==> src/rtl/yuvc_pkg.sv <==
package yuvc_pkg;

    // ----------------------------------------------------------------
    // register map (printed offsets are not all multiples of four,
    // so they are indices and the byte address is four times each)
    // ----------------------------------------------------------------
    localparam logic [7:0]  YUVC_IDX_CTRL  = 8'h2C;
    localparam logic [7:0]  YUVC_IDX_MODE  = 8'h2E;
    localparam logic [7:0]  YUVC_IDX_FIXU  = 8'h30;
    localparam logic [7:0]  YUVC_IDX_FIXV  = 8'h32;
    localparam logic [7:0]  YUVC_IDX_STAT  = 8'h40;

    localparam logic [11:0] YUVC_ADDR_CTRL = {2'h0, YUVC_IDX_CTRL, 2'h0};
    localparam logic [11:0] YUVC_ADDR_MODE = {2'h0, YUVC_IDX_MODE, 2'h0};
    localparam logic [11:0] YUVC_ADDR_FIXU = {2'h0, YUVC_IDX_FIXU, 2'h0};
    localparam logic [11:0] YUVC_ADDR_FIXV = {2'h0, YUVC_IDX_FIXV, 2'h0};
    localparam logic [11:0] YUVC_ADDR_STAT = {2'h0, YUVC_IDX_STAT, 2'h0};

    // ----------------------------------------------------------------
    // reset values and field layout
    // ----------------------------------------------------------------
    localparam logic [7:0]  YUVC_RST_CTRL  = 8'h00;
    localparam logic [7:0]  YUVC_RST_MODE  = 8'h05;
    localparam logic [7:0]  YUVC_RST_FIX   = 8'h00;
    localparam logic [7:0]  YUVC_MASK_CTRL = 8'h70;  // bits 6..4 writable
    localparam logic [7:0]  YUVC_MASK_MODE = 8'h37;  // bits 5..4, 2..0
    localparam int          YUVC_BIT_CRST  = 6;
    localparam int          YUVC_POS_UVSEL = 4;
    localparam int          YUVC_POS_RANGE = 4;
    localparam int          YUVC_POS_XFER  = 0;

    // chroma override codes
    localparam logic [1:0]  YUVC_UV_PASS   = 2'h0;
    localparam logic [1:0]  YUVC_UV_FIXU   = 2'h1;
    localparam logic [1:0]  YUVC_UV_FIXV   = 2'h2;
    localparam logic [1:0]  YUVC_UV_FIXB   = 2'h3;

    // input range codes
    typedef enum logic [1:0] {
        YUVC_RNG_FULL_SIGNED   = 2'h0,
        YUVC_RNG_STUDIO_SIGNED = 2'h1,
        YUVC_RNG_FULL_UNSIGNED = 2'h2,
        YUVC_RNG_STUDIO_OFFSET = 2'h3
    } yuvc_range_t;

    // coefficient standard codes
    typedef enum logic [2:0] {
        YUVC_STD_RSV0   = 3'h0,
        YUVC_STD_BT709  = 3'h1,
        YUVC_STD_RSV2   = 3'h2,
        YUVC_STD_RSV3   = 3'h3,
        YUVC_STD_SYSM   = 3'h4,
        YUVC_STD_BT601  = 3'h5,
        YUVC_STD_S170M  = 3'h6,
        YUVC_STD_S240M  = 3'h7
    } yuvc_std_t;

    // converter configuration carried to the datapath
    typedef struct packed {
        logic        convReset;
        yuvc_range_t range;
        yuvc_std_t   std;
        logic        stdValid;
        logic [1:0]  uvSel;
    } yuvc_cfg_t;

    // one chroma sample pair
    typedef struct packed {
        logic [7:0] u;
        logic [7:0] v;
    } yuvc_uv_t;

endpackage

==> src/rtl/yuvc_config.sv <==
// Summary of operation
// - override field picks original or fixed chroma
// - fixed U used only for 01 or 11
// - fixed V used only for 10 or 11
// - range field sets input value interpretation
// - mode field selects coefficient standard
// - translate mode resets to 05h
// - reserved bits reset and read zero
// - fixed U and V reset to 00h
//
// Register access over APB was decided locally.
`timescale 1ns/1ns
`default_nettype none

module yuvc_config
    import yuvc_pkg::*;
(
    input  wire logic        mclk,
    input  wire logic        sys_rst,
    input  wire logic        clkEn,
    // apb slave
    input  wire logic        psel,
    input  wire logic        penable,
    input  wire logic        pwrite,
    input  wire logic [11:0] paddr,
    input  wire logic [31:0] pwdata,
    input  wire logic [3:0]  pstrb,
    output logic [31:0]      prdata,
    output logic             pready,
    output logic             pslverr,
    // chroma path
    input  wire yuvc_uv_t    uvIn,
    input  wire logic        uvInValid,
    output var  yuvc_uv_t    uvOut,
    output logic             uvOutValid,
    // converter configuration
    output var  yuvc_cfg_t   cfgOut
);
    import yuvc_pkg::*;

    // ----------------------------------------------------------------
    // register file
    // ----------------------------------------------------------------
    logic [7:0]  ctrl_reg, ctrl_next;
    logic [7:0]  mode_reg, mode_next;
    logic [7:0]  fixU_reg, fixU_next;
    logic [7:0]  fixV_reg, fixV_next;
    logic [31:0] rdat_reg, rdat_next;
    logic        err_reg,  err_next;
    logic [7:0]  cnvCnt_reg, cnvCnt_next;

    // bus phase strobes shared by decode, ready and the assertions
    logic        access;
    logic        wrEn;
    logic        hit;

    // decode used by both read and write paths
    function automatic logic addr_hit(input logic [11:0] a);
        return a == YUVC_ADDR_CTRL || a == YUVC_ADDR_MODE || a == YUVC_ADDR_FIXU
            || a == YUVC_ADDR_FIXV || a == YUVC_ADDR_STAT;
    endfunction

    assign access = psel && penable;
    assign hit    = addr_hit(paddr);
    assign wrEn   = access && pwrite && hit && pstrb[0] && clkEn;

    // next register values; slave answers with zero wait states
    always_comb begin
        ctrl_next   = ctrl_reg;
        mode_next   = mode_reg;
        fixU_next   = fixU_reg;
        fixV_next   = fixV_reg;
        rdat_next   = rdat_reg;
        err_next    = 1'b0;
        cnvCnt_next = cnvCnt_reg;
        if (wrEn) begin
            unique case (paddr)
                // reserved bits masked so they always read zero
                YUVC_ADDR_CTRL: ctrl_next = pwdata[7:0] & YUVC_MASK_CTRL;
                YUVC_ADDR_MODE: mode_next = pwdata[7:0] & YUVC_MASK_MODE;
                YUVC_ADDR_FIXU: fixU_next = pwdata[7:0];
                YUVC_ADDR_FIXV: fixV_next = pwdata[7:0];
                default:        ;
            endcase
        end
        // count converted samples as visible block state
        if (uvOutValid && clkEn) begin
            cnvCnt_next = cnvCnt_reg + 8'h01;
        end
        if (ctrl_reg[YUVC_BIT_CRST]) begin
            cnvCnt_next = 8'h00;
        end
        if (psel && !penable) begin
            rdat_next = 32'h0000_0000;
            unique case (paddr)
                YUVC_ADDR_CTRL: rdat_next[7:0] = ctrl_reg;
                YUVC_ADDR_MODE: rdat_next[7:0] = mode_reg;
                YUVC_ADDR_FIXU: rdat_next[7:0] = fixU_reg;
                YUVC_ADDR_FIXV: rdat_next[7:0] = fixV_reg;
                YUVC_ADDR_STAT: rdat_next[7:0] = cnvCnt_reg;
                default:        rdat_next = 32'h0000_0000;
            endcase
        end
        if (psel && !penable) begin
            err_next = !addr_hit(paddr);
        end
    end

    // registers, reset to documented defaults
    always_ff @(posedge mclk or posedge sys_rst) begin
        if (sys_rst) begin
            ctrl_reg   <= YUVC_RST_CTRL;
            mode_reg   <= YUVC_RST_MODE;
            fixU_reg   <= YUVC_RST_FIX;
            fixV_reg   <= YUVC_RST_FIX;
            rdat_reg   <= 32'h0000_0000;
            err_reg    <= 1'b0;
            cnvCnt_reg <= 8'h00;
        end else if (clkEn) begin
            ctrl_reg   <= ctrl_next;
            mode_reg   <= mode_next;
            fixU_reg   <= fixU_next;
            fixV_reg   <= fixV_next;
            rdat_reg   <= rdat_next;
            err_reg    <= err_next;
            cnvCnt_reg <= cnvCnt_next;
        end
    end

    // pready waits for clkEn so a frozen slave never completes
    assign pready  = access && clkEn;
    assign prdata  = rdat_reg;
    assign pslverr = access && err_reg;

    // ----------------------------------------------------------------
    // converter configuration
    // ----------------------------------------------------------------
    // reserved coefficient codes flagged so the converter can hold
    always_comb begin
        cfgOut.convReset = ctrl_reg[YUVC_BIT_CRST];
        cfgOut.uvSel     = ctrl_reg[YUVC_POS_UVSEL +: 2];
        cfgOut.range     = yuvc_range_t'(mode_reg[YUVC_POS_RANGE +: 2]);
        cfgOut.std       = yuvc_std_t'(mode_reg[YUVC_POS_XFER +: 3]);
        unique case (mode_reg[YUVC_POS_XFER +: 3])
            YUVC_STD_RSV0, YUVC_STD_RSV2, YUVC_STD_RSV3: cfgOut.stdValid = 1'b0;
            default:                                     cfgOut.stdValid = 1'b1;
        endcase
    end

    // ----------------------------------------------------------------
    // chroma substitution
    // ----------------------------------------------------------------
    logic muxValid;

    // converter in reset takes no samples
    assign muxValid = uvInValid && !ctrl_reg[YUVC_BIT_CRST];

    yuvc_uv_mux uMux (
        .mclk     (mclk),
        .sys_rst  (sys_rst),
        .clkEn    (clkEn),
        .uvSel    (ctrl_reg[YUVC_POS_UVSEL +: 2]),
        .fixU     (fixU_reg),
        .fixV     (fixV_reg),
        .uvIn     (uvIn),
        .inValid  (muxValid),
        .uvOut    (uvOut),
        .outValid (uvOutValid)
    );

    // ----------------------------------------------------------------
    // assertions
    // ----------------------------------------------------------------
    // reset values, seen at the first edge after release; reserved bits read zero; writes without the low byte strobe are ignored
    a_mode_reset: assert property (@(posedge mclk)
        $fell(sys_rst) |-> mode_reg == YUVC_RST_MODE)
        else $error("translate mode not 05h after reset");
    a_fix_reset: assert property (@(posedge mclk)
        $fell(sys_rst) |-> fixU_reg == YUVC_RST_FIX && fixV_reg == YUVC_RST_FIX)
        else $error("fixed values not zero after reset");
    a_resv_zero: assert property (@(posedge mclk) disable iff (sys_rst)
        (ctrl_reg & ~YUVC_MASK_CTRL) == 8'h00 && (mode_reg & ~YUVC_MASK_MODE) == 8'h00)
        else $error("reserved bit set");
    a_strb_ignore: assert property (@(posedge mclk) disable iff (sys_rst)
        access && pwrite && !pstrb[0] && clkEn |=> $stable(fixU_reg) && $stable(fixV_reg))
        else $error("write without byte strobe changed a register");

    // chroma substitution, one cycle after the sample is taken
    a_fixu_used: assert property (@(posedge mclk) disable iff (sys_rst)
        clkEn && muxValid && ctrl_reg[4] && $stable(fixU_reg) |=> uvOutValid && uvOut.u == $past(fixU_reg))
        else $error("fixed U not applied");
    a_fixv_used: assert property (@(posedge mclk) disable iff (sys_rst)
        clkEn && muxValid && ctrl_reg[5] |=> uvOut.v == $past(fixV_reg))
        else $error("fixed V not applied");
    a_uv_pass: assert property (@(posedge mclk) disable iff (sys_rst)
        clkEn && muxValid && ctrl_reg[5:4] == 2'h0 |=> uvOut == $past(uvIn))
        else $error("chroma not passed through");

    // converter reset and configuration follow software writes
    a_crst_hold: assert property (@(posedge mclk) disable iff (sys_rst)
        cfgOut.convReset && !(wrEn && paddr == YUVC_ADDR_CTRL) |=> cfgOut.convReset)
        else $error("converter reset released without write");
    a_uv_drop: assert property (@(posedge mclk) disable iff (sys_rst)
        clkEn && uvInValid && cfgOut.convReset |=> !uvOutValid)
        else $error("sample accepted while converter held in reset");
    a_cnt_clear: assert property (@(posedge mclk) disable iff (sys_rst)
        clkEn && cfgOut.convReset |=> cnvCnt_reg == 8'h00)
        else $error("sample count not cleared in converter reset");
    a_std_follow: assert property (@(posedge mclk) disable iff (sys_rst)
        wrEn && paddr == YUVC_ADDR_MODE |=> cfgOut.std == yuvc_std_t'($past(pwdata[2:0]))
            && cfgOut.range == yuvc_range_t'($past(pwdata[5:4])))
        else $error("configuration does not follow register write");

    // main scenarios the bench should reach
    c_write_ctrl: cover property (@(posedge mclk) wrEn && paddr == YUVC_ADDR_CTRL);
    c_fix_both:   cover property (@(posedge mclk) uvOutValid && ctrl_reg[5:4] == 2'h3);
    c_bad_addr:   cover property (@(posedge mclk) pready && pslverr);
    c_conv_rst:   cover property (@(posedge mclk) $rose(cfgOut.convReset));
    c_std_rsv:    cover property (@(posedge mclk) !cfgOut.stdValid);

endmodule

`default_nettype wire

==> src/rtl/yuvc_uv_mux.sv <==
`timescale 1ns/1ns
`default_nettype none

module yuvc_uv_mux
    import yuvc_pkg::*;
(
    input  wire logic       mclk,
    input  wire logic       sys_rst,
    input  wire logic       clkEn,
    input  wire logic [1:0] uvSel,
    input  wire logic [7:0] fixU,
    input  wire logic [7:0] fixV,
    input  wire yuvc_uv_t   uvIn,
    input  wire logic       inValid,
    output var  yuvc_uv_t   uvOut,
    output logic            outValid
);

    yuvc_uv_t uvReg;
    yuvc_uv_t uvNext;
    logic     vldReg;
    logic     vldNext;

    // pick original or fixed chroma per component
    always_comb begin
        uvNext  = uvReg;
        vldNext = inValid;
        if (inValid) begin
            uvNext.u = uvSel[0] ? fixU : uvIn.u;
            uvNext.v = uvSel[1] ? fixV : uvIn.v;
        end
    end

    // registered so downstream sees data from a flip-flop
    always_ff @(posedge mclk or posedge sys_rst) begin
        if (sys_rst) begin
            uvReg  <= '0;
            vldReg <= 1'b0;
        end else if (clkEn) begin
            uvReg  <= uvNext;
            vldReg <= vldNext;
        end
    end

    assign uvOut    = uvReg;
    assign outValid = vldReg;

endmodule

`default_nettype wire

==> config.mk <==
export PLATFORM = sky130hd
export DESIGN_NAME = yuvc_config
export DESIGN_NICKNAME = d
export VERILOG_FILES = /design/src/rtl/yuvc_pkg.sv /design/src/rtl/yuvc_config.sv /design/src/rtl/yuvc_uv_mux.sv
export SDC_FILE = /design/constraint.sdc
export NUM_CORES = 1
export LEC_CHECK = 0
export ABC_AREA = 1
export BUFFER_PORTS_ARGS = -buffer_cell sky130_fd_sc_hd__buf_4
export CAP_MARGIN = 20
export CORE_MARGIN = 2
export CORE_UTILIZATION = 44
export DETAILED_ROUTE_END_ITERATION = 6
export PLACE_DENSITY = 0.76
export SYNTH_ARGS = -nofsm -noshare
export SYNTH_HDL_FRONTEND = slang
export SYNTH_HIERARCHICAL = 1
export SYNTH_SLANG_ARGS = --single-unit
==> constraint.sdc <==
create_clock -name mclk -period 1.4 [get_ports mclk]
set_clock_uncertainty 0.15 [all_clocks]
set_input_delay 0 -clock mclk [delete_from_list [all_inputs] [get_ports mclk]]
set_output_delay 0 -clock mclk [all_outputs]
set_load 0.005 [all_outputs]
==> key figures <==
Run status
  – Status: finished, violations left
  – Failing checks: negative setup slack

Synthesis
  – Main synth FF type: dfrtp_1
  – Flops & latches, synth: 58
  – Cells after Synth: 461
  – Post-synth EDFFs: 0
  – Syn. warnings: 6
  – Syn_area_per_cell: 7.184 µm²
  – Post-synthesis async set-or-reset flop share: 1.000
  – Synth unique cells: 29
  – Seq/Total Area, Yosys: 0.4390
  – Cell Area, Synth: 3312 µm²

Critical path
  – Critical path required time: 1460 ps
  – Crit-path max FO: 3
  – Critical path, cell by cell: inv_1, nor3_4, buf_4, nand3_1, nand4_1, o21ai_0
  – Worst Setup End Kind: flip-flop
  – Crit Path Class: flip-flop to flip-flop
  – Worst setup SP type: flip-flop
  – CP max stage cell: dfrtp_1
  – Worst-case reg-to-reg path depth: 6
  – Worst path max stage delay: 380 ps
  – Critical path arrival: 1470 ps

Global routing
  – Initial antenna violation count: 0
  – Largest net degree at the start of global routing: 42
  – Vias in the first global route: 3420
  – Total GRT Usage: 0.2329
  – GRT Residual Overflow: 0
  – First-pass GRT wire length: 15360 µm

CTS
  – Root buffer cell: clkbuf_8
  – Clk_lat worst skew: 340 ps
  – CTS tree: done
  – Clock Sinks: 58
  – H-tree levels: 3
  – Worst-path clk slew: 70 ps
  – Total CTS buffers: 9
  – Clock Path Buffers: 2

STA
  – Post-layout worst setup margin: -12.09 ps
  – Highest attainable clock frequency: 708.2 MHz
  – Hold WS: 30.42 ps
  – Post-layout min period: 1412 ps
  – Final hold vios: 0
  – Final period util: 1.009
  – Worst Tran Pin Value: 658.4 ps
  – Slew HR: 0.5606
  – RSZ-0062 raised after global routing: yes
  – Final Slew Violations: 0
  – # setup viols final: 1
  – Setup TNS: -12.09 ps

Detailed routing
  – Via/cell ratio: 4.822
  – Drt first-iter violations: 179
  – Detailed-route wire length: 9061 µm
  – Avg WL per Cell: 12.91 µm
  – Router iterations before antenna repair: 5
  – Vias post-DR: 3385
  – DRC violations left: 0
  – Post-route ant nets: 0

Min path
  – Worst hold-check path type: primary input to flip-flop
  – Hold depth: 5

Place
  – Placed cell count: 658
  – Placer Congestion: 0.9023
  – Port bufs: 79
  – Final HPWL DP: 6702 µm

Die
  – Die area: 8237 µm²
  – Num rows: 31
  – Initial Utilization: 0.4566
  – Chip width: 90.76 µm
  – Core box area: 7253 µm²
  – IO Pins: 131
  – Chip height: 90.76 µm

Job
  – Max-capacitance violation count: 0

Finish
  – Ant. Diodes: 0
  – Syn-to-layout area delta: 40.39%
  – Layout cells sized above 1: 0.2604
  – Max reg flops: 16
  – Post-Layout Cell Count: 702
  – Nets: 670

Pwr
  – LEAKAGE: 2.597 nW
  – Power Density: 974.0 nW/µm²
  – VDD IR max: 0.0006110 V
-- final timing paths --
path	from	to	slack, ps
max	cnvCnt_reg[1]$_DFFE_PP0P_	cnvCnt_reg[7]$_DFFE_PP0P_	-10
max in group asynchronous	sys_rst	uMux/uvOut[4]$_DFFE_PP0P_	500
max reg2reg	cnvCnt_reg[1]$_DFFE_PP0P_	cnvCnt_reg[7]$_DFFE_PP0P_	-10
min reg2reg	uMux/uvOut[0]$_DFFE_PP0P_	uMux/uvOut[0]$_DFFE_PP0P_	330
min in group asynchronous	sys_rst	prdata[7]$_DFFE_PP0P_	140
min	psel	err_reg$_DFFE_PP0P_	30
-- cell type report --
cell class	count	area [µm²]
Clock buffer	14	162.7
Clock inverter	2	35.03
Fill cell	650	2604
Inverter	51	203.9
Multi-Input combinational cell	340	1524
Sequential cell	58	1455
Tap cell	99	123.9
Timing Repair Buffer	138	1145
-- kinds of logic (layout without fill, tap and decap cells) --
logic type               after synthesis  after routing  synth area share
flip-flops                            58             58            0.4390
AO/OA/AOI/OAI                         30             30           0.04571
other                                  1             24          0.001132
adder cells (fa/ha/maj)                1              1          0.003777
buffers and inverters                 86            205            0.1409
AND/OR/NAND/NOR                      285            285            0.3695
-- where the power goes --
group / internal, mW / switching (mW) / total (mW)
Clock: 0.919 / 0.656 / 1.57
Sequential: 1.85 / 0.157 / 2.01
Combinational: 0.457 / 0.485 / 0.942
-- timing repair --
item / in CTS / in global routing
hold endpoints to repair: 109 / 0
endpoints found under the setup margin: 4 / 23
resized for setup: 4 / 16
buffers inserted: 0 / 1
hold buffers: 27 / 0
pin swaps: 1 / 7
-- cell usage after synthesis, drive strengths merged, types with 2 or more instances --
cell   count  share of area
nand3     25          0.041
inv       50          0.057
a21oi     12          0.018
o21ai     17          0.026
and2       2         0.0038
nor3       7          0.012
buf       35          0.081
nor2      35          0.045
nand2    194           0.22
nand4     21          0.042
dfstp      2          0.016
dfrtp     56           0.42
-- critical path: cells and delay by family, from the launching register on --
| kind | cells | cell delay [ps] |
|---|---|---|
| AOI/OAI and AO/OA | 1 | 100 |
| buffers and inverters | 2 | 260 |
| DFF | 1 | 380 |
| and+or+nand+nor | 3 | 390 |
-- placed cells by master, fill, tap and decap left out, drive strengths merged --
cell type	instances
ha	1
o22ai	1
bufinv	1
a21oi	12
and2	2
nand3	25
and3	1
nor3	7
nand4	21
conb	24
nand2	194
clkbuf	14
dlygate4sd3	27
inv	50
nor2	35
clkinv	2
dfstp	2
buf	111
o21ai	17
dfrtp	56
-- routing by layer --
| layer | up-vias | global-route usage | wire [µm] |
|---|---|---|---|
| li1 | 1668 | - | - |
| met1 | 1565 | 0.2841 | 3685 |
| met2 | 134 | 0.3980 | 4571 |
| met3 | 18 | 0.04424 | 626 |
| met4 | 0 | 0.1064 | 178 |
| met5 | - | 0 | 0 |
-- through the flow --
| step | power (mW) | cell area (µm²) | setup slack, ps | utilization |
|---|---|---|---|---|
| 2_1_floorplan | 2.435 | 3398 | 10.85 | - |
| 3_3_place_gp | 2.773 | 4118 | -0.2459 | 0.5677 |
| 3_5_place_dp | 2.812 | 4118 | -78.85 | 0.5677 |
| 4_1_cts | 4.475 | 4604 | -7.710 | 0.6348 |
| 5_1_grt | 4.771 | 4649 | -75.56 | 0.6410 |
| 6_report | 4.529 | 4649 | -12.09 | 0.6410 |
(Power assumes the default switching activity.)
